===== config.mk =====
export PLATFORM = sky130hd
export DESIGN_NAME = npss_node_sequencer
export DESIGN_NICKNAME = d
export VERILOG_FILES = /design/src/common/npss_pkg.sv /design/src/hdl/npss_node_sequencer.sv
export SDC_FILE = /design/constraint.sdc
export NUM_CORES = 1
export LEC_CHECK = 0
export ABC_AREA = 1
export BUFFER_PORTS_ARGS = -buffer_cell sky130_fd_sc_hd__clkbuf_2
export CORE_MARGIN = 3
export CORE_UTILIZATION = 38
export DETAILED_ROUTE_END_ITERATION = 10
export PLACE_DENSITY_LB_ADDON = 0.12
export SETUP_SLACK_MARGIN = 0.05
export SLEW_MARGIN = 20
export SYNTH_ARGS = -nofsm -noshare
export SYNTH_HDL_FRONTEND = slang
export SYNTH_SLANG_ARGS = --single-unit

===== constraint.sdc =====
create_clock -name clk_in -period 6.6 [get_ports clk_in]
set_input_delay 1.32 -clock clk_in [delete_from_list [all_inputs] [get_ports clk_in]]
set_output_delay 1.32 -clock clk_in [all_outputs]
set_load 0.005 [all_outputs]

===== src/common/npss_pkg.sv =====
package npss_pkg;

    // system clock rate
    localparam int unsigned CLK_MHZ = 25;

    // minimum interval in microseconds to whole clock cycles, at least one
    function automatic int unsigned us_to_cycles(input int unsigned us);
        int unsigned c;
        c = us * CLK_MHZ;
        if (c < 1) begin
            c = 1;
        end
        return c;
    endfunction

    // settling of the 32 kHz clock and the internal reset after power enable
    localparam int unsigned STABILIZE_US  = 3000000;
    // main supply must be stable this long after supply demand rises
    localparam int unsigned SUPPLY_SET_US = 2000;
    // boot and initialisation before node ready
    localparam int unsigned BOOT_US       = 80000;
    // hold-off before falling back asleep, prevents rapid re-waking
    localparam int unsigned LINGER_US     = 1000;

    localparam int unsigned STABILIZE_CYC  = us_to_cycles(STABILIZE_US);
    localparam int unsigned SUPPLY_SET_CYC = us_to_cycles(SUPPLY_SET_US);
    localparam int unsigned BOOT_CYC       = us_to_cycles(BOOT_US);
    localparam int unsigned LINGER_CYC     = us_to_cycles(LINGER_US);

    localparam int unsigned CNT_W   = 32;
    localparam int unsigned BYTE_W  = 8;
    localparam int unsigned BIT_W   = 3;
    localparam int unsigned SYNC_N  = 6;

    // positions in the pin synchroniser vector
    localparam int unsigned PIN_PWR  = 0;
    localparam int unsigned PIN_RSTN = 1;
    localparam int unsigned PIN_HREQ = 2;
    localparam int unsigned PIN_SCLK = 3;
    localparam int unsigned PIN_CSN  = 4;
    localparam int unsigned PIN_MOSI = 5;

    // reset values of the filtered pins: chip select idles high
    localparam logic [SYNC_N-1:0] PIN_RESET = 6'h10;

    localparam logic [CNT_W-1:0]  CNT_ZERO  = 32'h0000_0000;
    localparam logic [BYTE_W-1:0] BYTE_ZERO = 8'h00;
    localparam logic [BIT_W-1:0]  BIT_LAST  = 3'h7;

    typedef enum logic [2:0] {
        NPSS_OFF,
        NPSS_STABILIZE,
        NPSS_HELD,
        NPSS_SLEEP,
        NPSS_SETTLE,
        NPSS_BOOT,
        NPSS_READY,
        NPSS_LINGER
    } npss_state_t;

endpackage


===== src/hdl/npss_node_sequencer.sv =====
`timescale 1ns/1ps
`default_nettype none

module npss_node_sequencer #(
    parameter int unsigned STABILIZE_CYCLES  = npss_pkg::STABILIZE_CYC,
    parameter int unsigned SUPPLY_SET_CYCLES = npss_pkg::SUPPLY_SET_CYC,
    parameter int unsigned BOOT_CYCLES       = npss_pkg::BOOT_CYC,
    parameter int unsigned LINGER_CYCLES     = npss_pkg::LINGER_CYC
) (
    input  wire logic       clk_in,
    input  wire logic       resetn_in,
    input  wire logic       power_enable_in,
    input  wire logic       node_resetn_in,
    input  wire logic       host_request_in,
    input  wire logic       sclk_in,
    input  wire logic       cs_n_in,
    input  wire logic       mosi_in,
    input  wire logic       self_wake_in,
    input  wire logic       attention_in,
    input  wire logic       radio_on_in,
    input  wire logic [7:0] tx_data_in,
    output logic            supply_demand_out,
    output logic            radio_active_out,
    output logic            node_ready_out,
    output logic            node_request_out,
    output logic            miso_out,
    output logic            miso_oe_out,
    output logic [7:0]      rx_data_out,
    output logic            rx_valid_out
);

    localparam int unsigned CW = npss_pkg::CNT_W;
    localparam int unsigned SN = npss_pkg::SYNC_N;

    // pin synchroniser: stage one feeds stage two only
    logic [SN-1:0] sync1_r;
    logic [SN-1:0] sync2_r;
    logic [SN-1:0] sync3_r;
    logic [SN-1:0] pin_r;
    logic [SN-1:0] pin_nxt;

    always_comb begin
        // a pin changes once stages two and three agree
        for (int i = 0; i < SN; i++) begin
            pin_nxt[i] = (sync2_r[i] == sync3_r[i]) ? sync3_r[i] : pin_r[i];
        end
    end

    always_ff @(posedge clk_in) begin
        if (!resetn_in) begin
            sync1_r <= npss_pkg::PIN_RESET;
            sync2_r <= npss_pkg::PIN_RESET;
            sync3_r <= npss_pkg::PIN_RESET;
            pin_r   <= npss_pkg::PIN_RESET;
        end else begin
            sync1_r <= {mosi_in, cs_n_in, sclk_in,
                        host_request_in, node_resetn_in, power_enable_in};
            sync2_r <= sync1_r;
            sync3_r <= sync2_r;
            pin_r   <= pin_nxt;
        end
    end

    logic pwr;
    logic node_rstn;
    logic hreq;
    logic sclk;
    logic cs_n;
    logic mosi;

    assign pwr       = pin_r[npss_pkg::PIN_PWR];
    assign node_rstn = pin_r[npss_pkg::PIN_RSTN];
    assign hreq      = pin_r[npss_pkg::PIN_HREQ];
    assign sclk      = pin_r[npss_pkg::PIN_SCLK];
    assign cs_n      = pin_r[npss_pkg::PIN_CSN];
    assign mosi      = pin_r[npss_pkg::PIN_MOSI];

    // power and wake sequencing
    npss_pkg::npss_state_t state_r;
    npss_pkg::npss_state_t state_nxt;
    logic [CW-1:0] cnt_r;
    logic [CW-1:0] cnt_nxt;
    logic          demand_r;
    logic          demand_nxt;
    logic          ready_r;
    logic          ready_nxt;
    logic          request_r;
    logic          request_nxt;
    logic          radio_r;
    logic          radio_nxt;
    logic          wake_req;
    logic          cnt_done;
    logic [CW-1:0] limit;

    assign wake_req = hreq | self_wake_in;

    always_comb begin
        case (state_r)
            npss_pkg::NPSS_STABILIZE: limit = CW'(STABILIZE_CYCLES - 1);
            npss_pkg::NPSS_SETTLE:    limit = CW'(SUPPLY_SET_CYCLES - 1);
            npss_pkg::NPSS_BOOT:      limit = CW'(BOOT_CYCLES - 1);
            npss_pkg::NPSS_LINGER:    limit = CW'(LINGER_CYCLES - 1);
            default:                  limit = npss_pkg::CNT_ZERO;
        endcase
    end

    assign cnt_done = (cnt_r >= limit);

    always_comb begin
        state_nxt = state_r;
        cnt_nxt   = cnt_r + CW'(1);
        case (state_r)
            npss_pkg::NPSS_OFF: begin
                cnt_nxt = npss_pkg::CNT_ZERO;
                if (pwr) begin
                    state_nxt = npss_pkg::NPSS_STABILIZE;
                end
            end
            npss_pkg::NPSS_STABILIZE: begin
                if (cnt_done) begin
                    state_nxt = npss_pkg::NPSS_HELD;
                end
            end
            npss_pkg::NPSS_HELD: begin
                cnt_nxt = npss_pkg::CNT_ZERO;
                if (node_rstn) begin
                    state_nxt = npss_pkg::NPSS_SLEEP;
                end
            end
            npss_pkg::NPSS_SLEEP: begin
                cnt_nxt = npss_pkg::CNT_ZERO;
                if (wake_req) begin
                    state_nxt = npss_pkg::NPSS_SETTLE;
                end
            end
            npss_pkg::NPSS_SETTLE: begin
                // the main supply is trusted only after its settle time
                if (cnt_done) begin
                    state_nxt = npss_pkg::NPSS_BOOT;
                    cnt_nxt   = npss_pkg::CNT_ZERO;
                end
            end
            npss_pkg::NPSS_BOOT: begin
                if (cnt_done) begin
                    state_nxt = npss_pkg::NPSS_READY;
                end
            end
            npss_pkg::NPSS_READY: begin
                cnt_nxt = npss_pkg::CNT_ZERO;
                if (!wake_req && !attention_in) begin
                    state_nxt = npss_pkg::NPSS_LINGER;
                end
            end
            npss_pkg::NPSS_LINGER: begin
                if (wake_req || attention_in) begin
                    state_nxt = npss_pkg::NPSS_READY;
                    cnt_nxt   = npss_pkg::CNT_ZERO;
                end else if (cnt_done) begin
                    state_nxt = npss_pkg::NPSS_SLEEP;
                    cnt_nxt   = npss_pkg::CNT_ZERO;
                end
            end
            default: begin
                state_nxt = npss_pkg::NPSS_OFF;
                cnt_nxt   = npss_pkg::CNT_ZERO;
            end
        endcase
        // losing power enable overrides every other step; losing reset does so in every state but off and stabilize
        if (!pwr) begin
            state_nxt = npss_pkg::NPSS_OFF;
            cnt_nxt   = npss_pkg::CNT_ZERO;
        end else if (!node_rstn && state_r != npss_pkg::NPSS_OFF
                     && state_r != npss_pkg::NPSS_STABILIZE) begin
            state_nxt = npss_pkg::NPSS_HELD;
            cnt_nxt   = npss_pkg::CNT_ZERO;
        end

        demand_nxt = (state_nxt == npss_pkg::NPSS_SETTLE)
                   | (state_nxt == npss_pkg::NPSS_BOOT)
                   | (state_nxt == npss_pkg::NPSS_READY)
                   | (state_nxt == npss_pkg::NPSS_LINGER);
        ready_nxt   = (state_nxt == npss_pkg::NPSS_READY)
                    | (state_nxt == npss_pkg::NPSS_LINGER);
        request_nxt = ready_nxt & attention_in;
        // radio may only run once the supply has been declared clean
        radio_nxt   = ready_nxt & radio_on_in;
    end

    always_ff @(posedge clk_in) begin
        if (!resetn_in) begin
            state_r   <= npss_pkg::NPSS_OFF;
            cnt_r     <= npss_pkg::CNT_ZERO;
            demand_r  <= 1'b0;
            ready_r   <= 1'b0;
            request_r <= 1'b0;
            radio_r   <= 1'b0;
        end else begin
            state_r   <= state_nxt;
            cnt_r     <= cnt_nxt;
            demand_r  <= demand_nxt;
            ready_r   <= ready_nxt;
            request_r <= request_nxt;
            radio_r   <= radio_nxt;
        end
    end

    // spi slave, mode zero; ignored unless node ready
    logic                           sclk_d_r;
    logic                           sclk_d_nxt;
    logic [npss_pkg::BIT_W-1:0]     bit_r;
    logic [npss_pkg::BIT_W-1:0]     bit_nxt;
    logic [npss_pkg::BYTE_W-1:0]    rxs_r;
    logic [npss_pkg::BYTE_W-1:0]    rxs_nxt;
    logic [npss_pkg::BYTE_W-1:0]    txs_r;
    logic [npss_pkg::BYTE_W-1:0]    txs_nxt;
    logic [npss_pkg::BYTE_W-1:0]    rxd_r;
    logic [npss_pkg::BYTE_W-1:0]    rxd_nxt;
    logic                           rxv_r;
    logic                           rxv_nxt;
    logic                           spi_on;

    // a parked or sleeping link never shifts, whatever the pins show
    assign spi_on = ready_r & ~cs_n & (hreq | request_r);

    always_comb begin
        sclk_d_nxt = sclk;
        bit_nxt    = bit_r;
        rxs_nxt    = rxs_r;
        txs_nxt    = txs_r;
        rxd_nxt    = rxd_r;
        rxv_nxt    = 1'b0;
        if (!spi_on) begin
            // first bit must sit on miso before the first rising edge
            bit_nxt = '0;
            txs_nxt = tx_data_in;
        end else if (sclk && !sclk_d_r) begin
            rxs_nxt = {rxs_r[npss_pkg::BYTE_W-2:0], mosi};
            bit_nxt = bit_r + 3'h1;
            if (bit_r == npss_pkg::BIT_LAST) begin
                rxd_nxt = {rxs_r[npss_pkg::BYTE_W-2:0], mosi};
                rxv_nxt = 1'b1;
            end
        end else if (!sclk && sclk_d_r) begin
            // after a full byte the next one loads on the falling edge
            if (bit_r == '0) begin
                txs_nxt = tx_data_in;
            end else begin
                txs_nxt = {txs_r[npss_pkg::BYTE_W-2:0], 1'b0};
            end
        end
    end

    always_ff @(posedge clk_in) begin
        if (!resetn_in) begin
            sclk_d_r <= 1'b0;
            bit_r    <= '0;
            rxs_r    <= npss_pkg::BYTE_ZERO;
            txs_r    <= npss_pkg::BYTE_ZERO;
            rxd_r    <= npss_pkg::BYTE_ZERO;
            rxv_r    <= 1'b0;
        end else begin
            sclk_d_r <= sclk_d_nxt;
            bit_r    <= bit_nxt;
            rxs_r    <= rxs_nxt;
            txs_r    <= txs_nxt;
            rxd_r    <= rxd_nxt;
            rxv_r    <= rxv_nxt;
        end
    end

    assign supply_demand_out = demand_r;
    assign radio_active_out  = radio_r;
    assign node_ready_out    = ready_r;
    assign node_request_out  = request_r;
    assign miso_out          = spi_on & txs_r[npss_pkg::BYTE_W-1];
    assign miso_oe_out       = spi_on;
    assign rx_data_out       = rxd_r;
    assign rx_valid_out      = rxv_r;

endmodule

`default_nettype wire


==> flow_metrics.env <==
export IMPL_status="completed"
export IMPL_maxCapViolations=0
export IMPL_ctsRootBufferMaster="clkbuf_16"
export IMPL_synth_top_area_share_pct=34.6
export IMPL_synth_area_top_cells="dfxtp_1, nand2_1, inv_1"
export IMPL_leakage_uw=0.00278
export IMPL_ctsHoldBuffers=0
export IMPL_ir_drop_mv=0.174
export IMPL_cpMaxStageDelayCell="clkinv_1"
export IMPL_drive_gt1_share_pct=14.9
export IMPL_gp_congestion=0.886
export IMPL_yosys_most_used_dff="dfxtp_1"
export IMPL_setup_tns_ps=0
export IMPL_ys_seq_area_share_pct=34.6
export IMPL_dpl_instance_area_um2=5550
export IMPL_drv_slew=0
export IMPL_power_density_nw_per_um2=190
export IMPL_cp_required_ps=6900
export IMPL_num_vias=4737
export IMPL_crit_type="reg2reg"
export IMPL_grt_pass1_wl_mm=21.2
export IMPL_r2r_cells=18
export IMPL_async_reset_ff_share_pct=0
export IMPL_insertedDiodeCount=0
export IMPL_syn_nets=808
export IMPL_area_growth_syn_to_layout_pct=11.3
export IMPL_core_area_um2=13400
export IMPL_timing_hold_ws_ps=415
export IMPL_port_buffers=33
export IMPL_fp_dieW_um=124
export IMPL_clock_latency_ps=360
export IMPL_grt_max_degree=40
export IMPL_cp_arrival_ps=4100
export IMPL_wirelength_mm=12.3
export IMPL_maxSlewHeadroom_pct=31.0
export IMPL_startpoint="state_r[2]$_SDFF_PN0_"
export IMPL_path_common_cell="nand2_1"
export IMPL_cts_buffers=9
export IMPL_cp_end_kind="flop"
export IMPL_cts_resized_gates=0
export IMPL_start_kind="flop"
export IMPL_cts_sinks=91
export IMPL_ant_nets=0
export IMPL_synthCells=764
export IMPL_vias_per_cell=4.89
export IMPL_fin_nets=831
export IMPL_grtUsageTotal_pct=17.5
export IMPL_fin_crit_sh_pct=57.7
export IMPL_h_tree_depth=3
export IMPL_synth_edf_count=0
export IMPL_synth_cell_types=44
export IMPL_r2r_start="state_r[2]$_SDFF_PN0_"
export IMPL_fp_dieArea_um2=15300
export IMPL_grt_overflow=0
export IMPL_critPathMaxFanout=31
export IMPL_clockBufferDepth=2
export IMPL_route_detailed_drc=0
export IMPL_min_period_ps=3810
export IMPL_placementRows=42
export IMPL_die_h_um=124
export IMPL_drtIter0Drc=202
export IMPL_cts_setup_buffers=0
export IMPL_fmaxAchievable_mhz=263
export IMPL_grt_pass1_vias=4443
export IMPL_synth_area_leader_cell="dfxtp_1"
export IMPL_cts_tree="done"
export IMPL_avgSynthCellArea_um2=6.88
export IMPL_start_util_pct=39.2
export IMPL_r2r_end="cnt_r[2]$_SDFF_PP0_"
export IMPL_hold_violations=0
export IMPL_design_area_um2=5850
export IMPL_slowest_delay_ps=800
export IMPL_synth_warnings=0
export IMPL_synthesis_area_um2=5260
export IMPL_synth_seq_cells=91
export IMPL_ioPinCount=34
export IMPL_dp_hpwl_mm=8.51
export IMPL_critPathCapture="cnt_r[2]$_SDFF_PP0_"
export IMPL_antenna_found_initial=0
export IMPL_finalSetupViolCount=0
export IMPL_rsz0062_at_grt="no"
export IMPL_wl_per_cell_um=12.7
export IMPL_drtPass1Iterations=5
export IMPL_min_path_type="reg2reg"
export IMPL_path_clk_slew_ps=80
export IMPL_finClkSkew_ps=8.04
export IMPL_ff2ff_setup_slack_ps=2790
export IMPL_tightestPinTransition_ps=1030
export IMPL_path_cells="nand2_1, inv_1, nand2_1, clkinv_1, nor2_1, ha_1, a21oi_1, o31a_1, nand2_1, nand2_1, nand2_1, nand2_2, nand3_4, nor2_1, nand3_1, nand3_1, nand2_1, inv_1"
[power breakdown]
| group | leakage, uW | internal [uW] | switching (uW) |
|---|---|---|---|
| combinational | 0.00190 | 10.7 | 18.3 |
| sequential | 0.000738 | 556 | 2.78 |
| clock | 0.000146 | 269 | 255 |
[critical path, delay by kind of cell (launching register included)]
family	cells	cell delay (ps)
buffers and inverters	3	930
flip-flops	1	380
adder cells (fa/ha/maj)	1	310
AND/OR/NAND/NOR	12	1830
AO/OA/AOI/OAI	2	270
[cells in the mapped netlist, types with 9 or more instances]
cell        n
inv_1     117
nor2_2     23
nand2_1   169
dfxtp_1    91
xor2_1     16
a21oi_1    35
nor3_1      9
or2_2      14
ha_1       25
nor2_1     66
o21ai_0    24
nand3_1    73
clkbuf_1   12
nand4_1    15
[layer usage]
metal | GRT usage [%] | vias to the layer above | wire (um)
li1 | - | 2481 | -
met2 | 28.7 | 79 | 5790
met4 | 5.81 | 0 | 179
met1 | 22.5 | 2162 | 5780
met3 | 4.41 | 15 | 544
met5 | 0 | - | 0
[placed cells by master (no fill, tap or decap), drive strengths merged, types with 4 or more instances in the layout]
cell type,netlist,final
nand2,173,173
inv,122,124
dfxtp,91,91
nor2,91,91
nand3,79,79
clkbuf,12,42
a21oi,36,36
o21ai,26,26
ha,25,25
or2,20,20
nand4,17,17
xor2,16,16
nor3,10,10
nor4,6,6
mux2,6,6
clkinv,1,5
nor3b,4,4
[worst min path at each step]
stage,from,end,cells past startpoint
floorplan,sync1_r[0]$_SDFF_PN0_,sync2_r[0]$_SDFF_PN0_,2
global placement,sync1_r[0]$_SDFF_PN0_,sync2_r[0]$_SDFF_PN0_,2
detailed placement,sync1_r[0]$_SDFF_PN0_,sync2_r[0]$_SDFF_PN0_,2
CTS,sync1_r[4]$_SDFF_PN1_,sync2_r[4]$_SDFF_PN1_,1
global route,sync1_r[4]$_SDFF_PN1_,sync2_r[4]$_SDFF_PN1_,1
finish,sync1_r[4]$_SDFF_PN1_,sync2_r[4]$_SDFF_PN1_,1
[state kept, by name, summed over array words and instances (netlist names)]
signal	count
rx_valid_out	1
pin_r	6
sync2_r	6
rxs_r	7
state_r	3
bit_r	3
radio_active_out	1
sync3_r	6
node_ready_out	1
cnt_r	32
txs_r	8
sclk_d_r	1
supply_demand_out	1
sync1_r	6
rx_data_out	8
node_request_out	1
[area by class of cell]
cell class                 count  area, um2
fill                        1385       7550
multi-input combinational    527       2870
sequential                    91       1820
inverter                     123        462
clock buffer                   9        225
tap                          176        220
timing repair buffer          35        180
clock inverter                 7       80.1
[per-stage QoR]
step	power, uW	setup WS (ps)	std cells	utilization (%)
floorplan	590	3920	764	-
global placement	600	2980	952	41.4
detailed placement	601	2930	952	41.4
CTS	1130	2890	968	43.7
global route	1150	2280	968	43.7
finish	1110	2790	968	43.7
[kinds of logic (layout without fill, tap and decap cells)]
family / after synthesis / after routing / share of synthesized area (%)
AO/OA/AOI/OAI: 73 / 73 / 7.88
XOR/XNOR: 18 / 18 / 3.00
adder cells (fa/ha/maj): 25 / 25 / 5.95
buffers and inverters: 146 / 174 / 11.0
flip-flops: 91 / 91 / 34.6
multiplexers: 6 / 6 / 1.28
AND/OR/NAND/NOR: 405 / 405 / 36.3
Note: power is estimated with default switching activity, not from simulation.
